## src/core/pulse_cfg_pkg.sv

```systemverilog
// Constants and types shared by the command pulse conditioning block
package pulse_cfg_pkg;
  // Register port and field widths
  localparam int ADDR_W = 4;
  localparam int DATA_W = 32;
  localparam int CFG_W = 3;
  localparam int NUM_W = 3;
  localparam int DEN_W = 6;
  localparam int POS_W = 32;
  // Register word addresses
  localparam logic [3:0] ADDR_CFG = 4'h0;
  localparam logic [3:0] ADDR_DIV_NUM = 4'h1;
  localparam logic [3:0] ADDR_DIV_DEN = 4'h2;
  localparam logic [3:0] ADDR_MODE = 4'h3;
  localparam logic [3:0] ADDR_RESTART = 4'h4;
  localparam logic [3:0] ADDR_ACTIVE = 4'h5;
  localparam logic [3:0] ADDR_POSITION = 4'h6;
  // Fields of the pulse configuration value
  localparam int CFG_EDGE_BIT = 2;
  localparam int CFG_INV_BIT = 1;
  localparam int CFG_ALT_BIT = 0;
  // Fields of the active settings read-back word
  localparam int ACT_CFG_LSB = 0;
  localparam int ACT_MODE_BIT = 3;
  localparam int ACT_DEN_LSB = 4;
  localparam int ACT_NUM_LSB = 10;
  // Reset values and legal ranges
  localparam logic [2:0] CFG_RESET = 3'h0;
  localparam logic [2:0] NUM_RESET = 3'h1;
  localparam logic [2:0] NUM_FIXED = 3'h1;
  localparam int NUM_MIN = 1;
  localparam int NUM_MAX = 7;
  localparam logic [5:0] DEN_RESET = 6'h01;
  localparam int DEN_MIN = 1;
  localparam int DEN_MAX = 32;
  // Command input form
  typedef enum logic {MODE_PULSE_DIR, MODE_TWO_PHASE} cmd_mode_t;
  localparam cmd_mode_t MODE_RESET = MODE_PULSE_DIR;
endpackage

```

## src/core/pulse_cfg_if.sv

```systemverilog
// Active settings passed from the control core to the pulse datapaths
interface pulse_cfg_if;
  import pulse_cfg_pkg::*;
  logic [CFG_W-1:0] cfg;
  cmd_mode_t mode;
  logic [DEN_W-1:0] den;
  logic run;
  modport src(output cfg, output mode, output den, output run);
  modport sink(input cfg, input mode, input den, input run);
endinterface

```

## src/core/cmd_pulse_decoder.sv

```systemverilog
// Command pulse edge, polarity and direction decoder
module cmd_pulse_decoder
  import pulse_cfg_pkg::*;
(
  // Clock and reset
  input wire logic clk_i,
  input wire logic rst_n_i,
  // Settings
  pulse_cfg_if.sink cfg,
  // Command pins
  input wire logic pulse_i,
  input wire logic dir_i,
  // Step output
  output logic step_o,
  output logic up_o
);
  typedef struct packed {
    logic pulse_q;
    logic primed;
    logic step;
    logic up;
  } dec_state_t;

  dec_state_t st;
  dec_state_t next_st;
  logic lvl;
  logic hit;
  logic fall_sel;
  logic alt;

  always_comb begin
    fall_sel = cfg.cfg[CFG_EDGE_BIT];
    alt = cfg.cfg[CFG_ALT_BIT];
    lvl = pulse_i ^ cfg.cfg[CFG_INV_BIT];
    hit = fall_sel ? (~lvl & st.pulse_q) : (lvl & ~st.pulse_q);
    next_st = st;
    next_st.pulse_q = lvl;
    next_st.primed = cfg.run;
    next_st.step = hit & st.primed & cfg.run;
    if (cfg.mode == MODE_TWO_PHASE) begin
      // direction from phase B at phase A edge
      next_st.up = (dir_i == fall_sel) ^ alt;
    end else begin
      next_st.up = dir_i ^ alt;
    end
  end

  always_ff @(posedge clk_i or negedge rst_n_i) begin
    if (!rst_n_i) begin
      st <= '0;
    end else begin
      st <= next_st;
    end
  end

  assign step_o = st.step;
  assign up_o = st.up;

  chk_rise_step: assert property (@(posedge clk_i) disable iff (!rst_n_i)
    (st.primed && cfg.run && !fall_sel &&
     $rose(pulse_i ^ cfg.cfg[CFG_INV_BIT])) |=> step_o)
    else $error("rising command edge not counted");
  chk_fall_step: assert property (@(posedge clk_i) disable iff (!rst_n_i)
    (st.primed && cfg.run && fall_sel &&
     $fell(pulse_i ^ cfg.cfg[CFG_INV_BIT])) |=> step_o)
    else $error("falling command edge not counted");
  chk_pulse_dir: assert property (@(posedge clk_i) disable iff (!rst_n_i)
    (step_o && cfg.mode == MODE_PULSE_DIR) |->
    up_o == ($past(dir_i) ^ alt))
    else $error("pulse and direction sense wrong");
  chk_two_phase: assert property (@(posedge clk_i) disable iff (!rst_n_i)
    (step_o && cfg.mode == MODE_TWO_PHASE) |->
    up_o == (($past(dir_i) == fall_sel) ^ alt))
    else $error("two phase direction wrong");
endmodule

```

## src/core/enc_pulse_divider.sv

```systemverilog
// Integer divider for the reproduced encoder pulse
module enc_pulse_divider
  import pulse_cfg_pkg::*;
(
  // Clock and reset
  input wire logic clk_i,
  input wire logic rst_n_i,
  // Settings
  pulse_cfg_if.sink cfg,
  // Encoder pulse in and out
  input wire logic enc_i,
  output logic enc_o
);
  typedef struct packed {
    logic enc_q;
    logic primed;
    logic [DEN_W-1:0] cnt;
    logic out;
  } div_state_t;

  div_state_t st;
  div_state_t next_st;
  logic edge_seen;

  always_comb begin
    edge_seen = (enc_i ^ st.enc_q) & st.primed & cfg.run;
    next_st = st;
    next_st.enc_q = enc_i;
    next_st.primed = cfg.run;
    if (!cfg.run) begin
      next_st.cnt = '0;
      next_st.out = 1'b0;
    end else if (edge_seen) begin
      if (st.cnt == cfg.den - 6'h01) begin
        next_st.cnt = '0;
        next_st.out = ~st.out;
      end else begin
        next_st.cnt = st.cnt + 6'h01;
      end
    end
  end

  always_ff @(posedge clk_i or negedge rst_n_i) begin
    if (!rst_n_i) begin
      st <= '0;
    end else begin
      st <= next_st;
    end
  end

  assign enc_o = st.out;

  chk_out_cause: assert property (@(posedge clk_i) disable iff (!rst_n_i)
    (cfg.run && $past(cfg.run) && $changed(enc_o)) |->
    $past(edge_seen) &&
    $past(st.cnt) == $past(cfg.den) - 6'h01)
    else $error("divided pulse toggled without full count");
  chk_cnt_bound: assert property (@(posedge clk_i) disable iff (!rst_n_i)
    cfg.run |-> st.cnt < cfg.den)
    else $error("divider count beyond denominator");
endmodule

```

## src/core/pulse_input_config_divider.sv

```systemverilog
// Command pulse conditioning and encoder pulse divider, top level
// Behaviour
// - Config bits select edge, inversion, convention
// - Alternate convention for some host models
// - Encoder out equals input over denominator
// - Numerator ignored, treated as one
// - Two-phase: A on pulse, B on direction
//
// The address-and-strobe port and the placing of the registers were chosen for this implementation.
module pulse_input_config_divider
  import pulse_cfg_pkg::*;
(
  // Clock and reset
  input wire logic CORE_CLK_I,
  input wire logic RESET_N_I,
  // Register port
  input wire logic [pulse_cfg_pkg::ADDR_W-1:0] ADDR_I,
  input wire logic [pulse_cfg_pkg::DATA_W-1:0] WDATA_I,
  input wire logic WR_I,
  input wire logic RD_I,
  output logic [pulse_cfg_pkg::DATA_W-1:0] RDATA_O,
  // Command pins from the host
  input wire logic COMMAND_PULSE_INPUT_I,
  input wire logic COMMAND_DIR_I,
  // Encoder feedback
  input wire logic ENC_PULSE_I,
  output logic ENC_PULSE_O,
  // Decoded command
  output logic STEP_O,
  output logic STEP_UP_O,
  output logic RUN_O
);
  import pulse_cfg_pkg::*;

  typedef enum logic {ST_LATCH, ST_RUN} phase_t;

  typedef struct packed {
    phase_t phase;
    logic [CFG_W-1:0] pend_cfg;
    logic [NUM_W-1:0] pend_num;
    logic [DEN_W-1:0] pend_den;
    cmd_mode_t pend_mode;
    logic [CFG_W-1:0] act_cfg;
    logic [DEN_W-1:0] act_den;
    cmd_mode_t act_mode;
    logic [POS_W-1:0] position;
    logic [DATA_W-1:0] rdata;
  } top_state_t;

  localparam top_state_t ST_RESET = '{
    phase: ST_LATCH,
    pend_cfg: CFG_RESET,
    pend_num: NUM_RESET,
    pend_den: DEN_RESET,
    pend_mode: MODE_RESET,
    act_cfg: CFG_RESET,
    act_den: DEN_RESET,
    act_mode: MODE_RESET,
    position: '0,
    rdata: '0
  };

  top_state_t st;
  top_state_t next_st;
  logic dec_step;
  logic dec_up;
  logic den_ok;
  logic num_ok;
  logic [DATA_W-1:0] active_word;

  pulse_cfg_if cfg_bus ();

  assign cfg_bus.cfg = st.act_cfg;
  assign cfg_bus.mode = st.act_mode;
  assign cfg_bus.den = st.act_den;
  assign cfg_bus.run = (st.phase == ST_RUN);

  cmd_pulse_decoder u_decoder (
    .clk_i(CORE_CLK_I),
    .rst_n_i(RESET_N_I),
    .cfg(cfg_bus.sink),
    .pulse_i(COMMAND_PULSE_INPUT_I),
    .dir_i(COMMAND_DIR_I),
    .step_o(dec_step),
    .up_o(dec_up)
  );

  enc_pulse_divider u_divider (
    .clk_i(CORE_CLK_I),
    .rst_n_i(RESET_N_I),
    .cfg(cfg_bus.sink),
    .enc_i(ENC_PULSE_I),
    .enc_o(ENC_PULSE_O)
  );

  always_comb begin
    den_ok = (WDATA_I >= 32'(DEN_MIN)) && (WDATA_I <= 32'(DEN_MAX));
    num_ok = (WDATA_I >= 32'(NUM_MIN)) && (WDATA_I <= 32'(NUM_MAX));
    active_word = '0;
    active_word[ACT_CFG_LSB +: CFG_W] = st.act_cfg;
    active_word[ACT_MODE_BIT] = st.act_mode;
    active_word[ACT_DEN_LSB +: DEN_W] = st.act_den;
    // numerator field of the active word always reads back as one
    active_word[ACT_NUM_LSB +: NUM_W] = NUM_FIXED;
    next_st = st;
    next_st.rdata = '0;
    case (st.phase)
      ST_LATCH: begin
        next_st.act_cfg = st.pend_cfg;
        next_st.act_den = st.pend_den;
        next_st.act_mode = st.pend_mode;
        next_st.position = '0;
        next_st.phase = ST_RUN;
      end
      ST_RUN: begin
        if (dec_step) begin
          if (dec_up) begin
            next_st.position = st.position + 32'h00000001;
          end else begin
            next_st.position = st.position - 32'h00000001;
          end
        end
      end
      default: begin
        next_st.phase = ST_LATCH;
      end
    endcase
    if (WR_I) begin
      case (ADDR_I)
        ADDR_CFG: begin
          // value chosen to match the host form
          next_st.pend_cfg = WDATA_I[CFG_W-1:0];
        end
        ADDR_DIV_NUM: begin
          if (num_ok) begin
            next_st.pend_num = WDATA_I[NUM_W-1:0];
          end
        end
        ADDR_DIV_DEN: begin
          // out of range keeps the last value
          if (den_ok) begin
            next_st.pend_den = WDATA_I[DEN_W-1:0];
          end
        end
        ADDR_MODE: begin
          next_st.pend_mode = cmd_mode_t'(WDATA_I[0]);
        end
        ADDR_RESTART: begin
          next_st.phase = ST_LATCH;
        end
        default: begin
        end
      endcase
    end
    if (RD_I) begin
      case (ADDR_I)
        ADDR_CFG: next_st.rdata = {29'h0, st.pend_cfg};
        ADDR_DIV_NUM: next_st.rdata = {29'h0, st.pend_num};
        ADDR_DIV_DEN: next_st.rdata = {26'h0, st.pend_den};
        ADDR_MODE: next_st.rdata = {31'h0, st.pend_mode};
        ADDR_ACTIVE: next_st.rdata = active_word;
        ADDR_POSITION: next_st.rdata = st.position;
        default: next_st.rdata = '0;
      endcase
    end
  end

  always_ff @(posedge CORE_CLK_I or negedge RESET_N_I) begin
    if (!RESET_N_I) begin
      st <= ST_RESET;
    end else begin
      st <= next_st;
    end
  end

  assign RDATA_O = st.rdata;
  assign STEP_O = dec_step;
  assign STEP_UP_O = dec_up;
  assign RUN_O = (st.phase == ST_RUN);

  chk_act_latch: assert property (@(posedge CORE_CLK_I)
    disable iff (!RESET_N_I)
    ($changed(st.act_cfg) || $changed(st.act_den) ||
     $changed(st.act_mode)) |-> $past(st.phase) == ST_LATCH)
    else $error("active settings changed outside restart");
  chk_latch_copy: assert property (@(posedge CORE_CLK_I)
    disable iff (!RESET_N_I)
    (st.phase == ST_LATCH) |=> st.act_cfg == $past(st.pend_cfg) &&
    st.act_den == $past(st.pend_den) && RUN_O ||
    $past(WR_I && ADDR_I == ADDR_RESTART))
    else $error("restart did not copy pending settings");
  chk_den_range: assert property (@(posedge CORE_CLK_I)
    disable iff (!RESET_N_I)
    st.pend_den >= 6'(DEN_MIN) && st.pend_den <= 6'(DEN_MAX))
    else $error("denominator outside legal range");
  chk_num_one: assert property (@(posedge CORE_CLK_I)
    disable iff (!RESET_N_I)
    (RD_I && ADDR_I == ADDR_ACTIVE) |=>
    RDATA_O[ACT_NUM_LSB +: NUM_W] == NUM_FIXED)
    else $error("active numerator not one");
  chk_pos_step: assert property (@(posedge CORE_CLK_I)
    disable iff (!RESET_N_I)
    (RUN_O && STEP_O && !(WR_I && ADDR_I == ADDR_RESTART)) |=>
    st.position == $past(st.position) +
    ($past(STEP_UP_O) ? 32'h00000001 : 32'hFFFFFFFF))
    else $error("position did not follow step");
  chk_pos_read: assert property (@(posedge CORE_CLK_I)
    disable iff (!RESET_N_I)
    (RD_I && ADDR_I == ADDR_POSITION) |=>
    RDATA_O == $past(st.position))
    else $error("position read-back wrong");
  chk_restart_stop: assert property (@(posedge CORE_CLK_I)
    disable iff (!RESET_N_I)
    (WR_I && ADDR_I == ADDR_RESTART) |=> !RUN_O)
    else $error("restart did not stop the datapaths");
  chk_latch_run: assert property (@(posedge CORE_CLK_I)
    disable iff (!RESET_N_I)
    (!RUN_O && !(WR_I && ADDR_I == ADDR_RESTART)) |=> RUN_O)
    else $error("latch phase did not end in run");
  chk_pos_clear: assert property (@(posedge CORE_CLK_I)
    disable iff (!RESET_N_I)
    !RUN_O |=> st.position == '0)
    else $error("position not cleared at restart");
  chk_mode_copy: assert property (@(posedge CORE_CLK_I)
    disable iff (!RESET_N_I)
    !RUN_O |=> st.act_mode == $past(st.pend_mode))
    else $error("command mode not copied at restart");
  chk_cfg_store: assert property (@(posedge CORE_CLK_I)
    disable iff (!RESET_N_I)
    (WR_I && ADDR_I == ADDR_CFG) |=>
    st.pend_cfg == $past(WDATA_I[CFG_W-1:0]))
    else $error("configuration write not stored");
  chk_mode_store: assert property (@(posedge CORE_CLK_I)
    disable iff (!RESET_N_I)
    (WR_I && ADDR_I == ADDR_MODE) |=>
    st.pend_mode == $past(WDATA_I[0]))
    else $error("mode write not stored");
  chk_den_store: assert property (@(posedge CORE_CLK_I)
    disable iff (!RESET_N_I)
    (WR_I && ADDR_I == ADDR_DIV_DEN && WDATA_I >= 32'(DEN_MIN) &&
     WDATA_I <= 32'(DEN_MAX)) |=>
    st.pend_den == $past(WDATA_I[DEN_W-1:0]))
    else $error("legal denominator not stored");
  chk_den_keep: assert property (@(posedge CORE_CLK_I)
    disable iff (!RESET_N_I)
    (WR_I && ADDR_I == ADDR_DIV_DEN && (WDATA_I < 32'(DEN_MIN) ||
     WDATA_I > 32'(DEN_MAX))) |=> $stable(st.pend_den))
    else $error("illegal denominator was stored");
  chk_num_keep: assert property (@(posedge CORE_CLK_I)
    disable iff (!RESET_N_I)
    (WR_I && ADDR_I == ADDR_DIV_NUM && (WDATA_I < 32'(NUM_MIN) ||
     WDATA_I > 32'(NUM_MAX))) |=> $stable(st.pend_num))
    else $error("illegal numerator was stored");
  chk_act_read: assert property (@(posedge CORE_CLK_I)
    disable iff (!RESET_N_I)
    (RD_I && ADDR_I == ADDR_ACTIVE) |=>
    RDATA_O[ACT_CFG_LSB +: CFG_W] == $past(st.act_cfg) &&
    RDATA_O[ACT_DEN_LSB +: DEN_W] == $past(st.act_den))
    else $error("active settings read-back wrong");
  chk_rdata_idle: assert property (@(posedge CORE_CLK_I)
    disable iff (!RESET_N_I)
    !RD_I |=> RDATA_O == '0)
    else $error("read data present without a read");
  chk_step_single: assert property (@(posedge CORE_CLK_I)
    disable iff (!RESET_N_I)
    STEP_O |=> !STEP_O)
    else $error("step longer than one cycle");
  chk_step_idle: assert property (@(posedge CORE_CLK_I)
    disable iff (!RESET_N_I)
    !RUN_O |=> !STEP_O)
    else $error("step while settings latch");
  chk_step_prime: assert property (@(posedge CORE_CLK_I)
    disable iff (!RESET_N_I)
    $rose(RUN_O) |=> !STEP_O)
    else $error("step in first running cycle");
  chk_pos_hold: assert property (@(posedge CORE_CLK_I)
    disable iff (!RESET_N_I)
    (RUN_O && !STEP_O) |=> $stable(st.position))
    else $error("position moved without a step");
  chk_enc_idle: assert property (@(posedge CORE_CLK_I)
    disable iff (!RESET_N_I)
    !RUN_O |=> !ENC_PULSE_O)
    else $error("divided pulse not cleared at restart");
  chk_enc_follow: assert property (@(posedge CORE_CLK_I)
    disable iff (!RESET_N_I)
    (RUN_O && $past(RUN_O) && st.act_den == 6'h01 &&
     $changed(ENC_PULSE_I)) |=> $changed(ENC_PULSE_O))
    else $error("unit divider did not follow input");
endmodule

```

## config.mk

```make
export PLATFORM = sky130hd
export DESIGN_NAME = pulse_input_config_divider
export DESIGN_NICKNAME = d
export VERILOG_FILES = /design/src/core/pulse_cfg_pkg.sv /design/src/core/pulse_cfg_if.sv /design/src/core/cmd_pulse_decoder.sv /design/src/core/enc_pulse_divider.sv /design/src/core/pulse_input_config_divider.sv
export SDC_FILE = /design/constraint.sdc
export NUM_CORES = 1
export LEC_CHECK = 0
export ABC_AREA = 1
export BUFFER_PORTS_ARGS = -buffer_cell sky130_fd_sc_hd__buf_4
export CORE_ASPECT_RATIO = 1.25
export CORE_MARGIN = 1
export CORE_UTILIZATION = 31
export CTS_CLUSTER_DIAMETER = 40
export CTS_CLUSTER_SIZE = 40
export DETAILED_ROUTE_END_ITERATION = 6
export PLACE_DENSITY = 0.54
export SLEW_MARGIN = 10
export SYNTH_ARGS = -nofsm -noshare
export SYNTH_HDL_FRONTEND = slang
export SYNTH_HIERARCHICAL = 1
export SYNTH_SLANG_ARGS = --single-unit
```

## constraint.sdc

```tcl
create_clock -name CORE_CLK_I -period 2.3 [get_ports CORE_CLK_I]
set_input_delay 0.345 -clock CORE_CLK_I [delete_from_list [all_inputs] [get_ports CORE_CLK_I]]
set_output_delay 0.345 -clock CORE_CLK_I [all_outputs]
set_load 0.1 [all_outputs]
```

==> impl_metrics.toml <==
[worst_setup_path]
path_cells = "clkinvlp_4, buf_12, clkbuf_16, ha_4, nand2_2, inv_1, nand2_1, inv_1, a21oi_1, nand2_2, buf_4, nor2_1, o22ai_1"
path_max_fanout = 6
path_class = "flop to flop"
crit_required_ns = 2.51
cp_slowest_cell = "dfrtp_4"
rr_worst_depth = 13
r2r-end = "st[45]"
crit_start = "u_decoder/up_o"
r2r_slack_ns = 0.07
cp-end-kind = "flop"
worstReg2RegStart = "u_decoder/up_o"
max_stage_delay_ns = 0.50
cp-endpoint = "st[45]"
crit_path_start_kind = "flop"
cp_data_arrival_time_ns = 2.44

[floorplan]
ioPinCount = 79
die_area_um2 = 22900
die_y_um = 169.0
fp.coreArea_um2 = 21700
rows = 60
initial_core_util_pct = 31.86
fp.dieW_um = 135.6

[sta]
setup_viol = 0
whs_ns = -0.02223
fmaxAchievable_mhz = 448.4
final_hold_viol_count = 35
drv_slew = 0
rsz0062_at_grt = "true"
layout_setup_ws_ns = 0.06995
finalClockSkew_ns = 0.009776
relSlewSlack_pct = 58.04
min_period_over_period_pct = 96.96
worst_slew_pin_slew_ns = 0.6288
fin_crit_ns = 2.230

[cts]
ctsHoldBuffers = 0
cts_inserted_buffers = 9
cts.sinks = 101
htree_levels = 3
clockBufferDepth = 2
cts_root_buffer = "clkbuf_16"
path_clk_slew_ns = 0.07
cts_tree = "done"
clk_latency_ns = 0.36

[layout]
final_cell_mix = "nand2_1 (334), inv_1 (193), dfrtp_1 (97)"
fin_util_pct = 39.72
stdcell_count = 1393
final_nets = 1185
area_growth_pct = 24.67
final_layout_size_suffix_gt1_share_pct = 18.85
stdcell_area_um2 = 8618
mostFrequentLayoutCell = "nand2_1"
n_antenna_cell = 0
fillers = 2266

[place]
hpwl_mm = 14.82
place_congestion = 0.9072
placed_area_um2 = 7734
placed_cells = 1369
place_ws_ns = -0.03603
io_buffers = 78

[grt]
grt_max_degree = 40
antenna_found_initial = 0
grt_pass1_vias = 6107
grt_usage_pct = 17.25
grt_pass1_wl_mm = 30.77
grt-ovfl-total = 0

[detailed_routing]
first_pass_iters = 7
drt_iter0_markers = 257
vias = 6331
drc = 0
postRouteAntennaNets = 0
drt_wl_total_mm = 19.33
wl_per_cell_um = 13.88
avgViaCountPerCell = 4.545

[synthesis]
yosysUniqueCellTypes = 35
synthArstFlopShare_pct = 100.0
synth-main-ff-cell = "dfrtp_1"
yosysWarningCount = 6
synthCells = 1038
synth_edf_count = 0
synth-seq-cells = 101
syn_area_per_cell_um2 = 6.660
synth_fp_nets = 1114
syn-cell-area_um2 = 6913
ys_seq_area_share_pct = 36.62

[flow_run]
maxCapViolations = 0

[run_status]
violations = "negative hold slack"
outcome = "finished with violations"

[pwr]
power.density_nw_per_um2 = 1217
vdd_drop_max_mv = 0.5737
p_leak_nw = 4.630

[hold_path]
hold_class = "primary input to asynchronous set/reset pin"
-- power by group --
group          internal (mW)  switching [mW]  total [mW]
Clock                  0.856           0.737        1.59
Combinational           2.50            3.76        6.26
Sequential              2.17           0.456        2.63
-- through the flow --
| step | setup TNS (ns) | power, mW | hold WS [ns] |
|---|---|---|---|
| after floorplan | -5.233 | 6.308 | 0.04941 |
| after CTS | 0 | 9.434 | 0.0009138 |
| after detailed placement | -0.03846 | 7.766 | 0.3824 |
| after global placement | -0.007555 | 7.760 | 0.3780 |
| after global routing | -0.04474 | 11.42 | 0.02106 |
| final | 0 | 10.49 | -0.02223 |
-- synth_stat cells (5+ instances only) --
master    number  area share, %
nand2_1      351             19
inv_1        195             11
o22ai_1       10           0.90
clkbuf_1       8           0.43
dfrtp_1       98             35
o21ai_2        6           0.76
nand3_1       73            5.3
o21ai_0       39            2.8
ha_1          32            5.8
buf_4         32            3.5
nor2_1        91            4.9
xnor2_1        9            1.1
a21oi_1       27            2.0
nand4_1       13            1.2
nand2_2        5           0.45
nor3_1         8           0.58
-- registers in the layout, summed over array words and instances (netlist names), 2 cells and up --
name,cells
RDATA_O,32
st,45
u_decoder/st,2
cfg_bus.den,6
cfg_bus.cfg,3
u_divider/st,8
-- layout make-up --
class / instances / area [um2] / share of cell area (%)
Sequential cell: 101 / 2535 / 29.41
Clock inverter: 6 / 70.07 / 0.8130
Timing Repair Buffer: 103 / 879.6 / 10.21
Clock buffer: 10 / 229.0 / 2.657
Inverter: 200 / 754.5 / 8.754
Multi-Input combinational cell: 694 / 3801 / 44.11
Tap cell: 279 / 349.1 / 4.051
-- critical path, delay by kind of cell, from the launching register on --
kind	cells	cell delay (ns)
AOI/OAI and AO/OA	2	0.27
adders and majority gates	1	0.22
buffers and inverters	6	0.70
DFF	1	0.50
and+or+nand+nor	4	0.40
-- logic make-up after synthesis --
family / Yosys count / share of synthesized area, %
simple gates: 556 / 33.05
compound gates: 93 / 7.656
flops: 101 / 36.62
fa+ha+maj: 33 / 6.081
xor+xnor: 12 / 1.520
buf+inv: 243 / 15.08
-- metal layers --
metal / track usage (%) / vias to the layer above / wire length [um]
met3: 2.336 / 22 / 565
met1: 21.42 / 2903 / 8554
met2: 30.90 / 102 / 9871
li1: - / 3304 / -
met5: 0 / - / 0
met4: 4.446 / 0 / 338
-- how the worst min path moves through the flow --
stage,from,slack [ns],endpoint
final,RESET_N_I,-0.02,st[85]
after global routing,RESET_N_I,0.02,st[85]
after CTS,RESET_N_I,0.0009,st[85]
after detailed placement,RESET_N_I,0.38,st[85]
after global placement,RESET_N_I,0.38,st[85]
after floorplan,RESET_N_I,0.05,RDATA_O[0]
-- timing repair --
item,in CTS,in global routing
setup buffers,0,4
gates cloned,0,4
gates resized for setup,5,79
setup endpoints to repair,5,22
pin swaps,0,10
No activity file was read; power rests on OpenSTA's default activity.
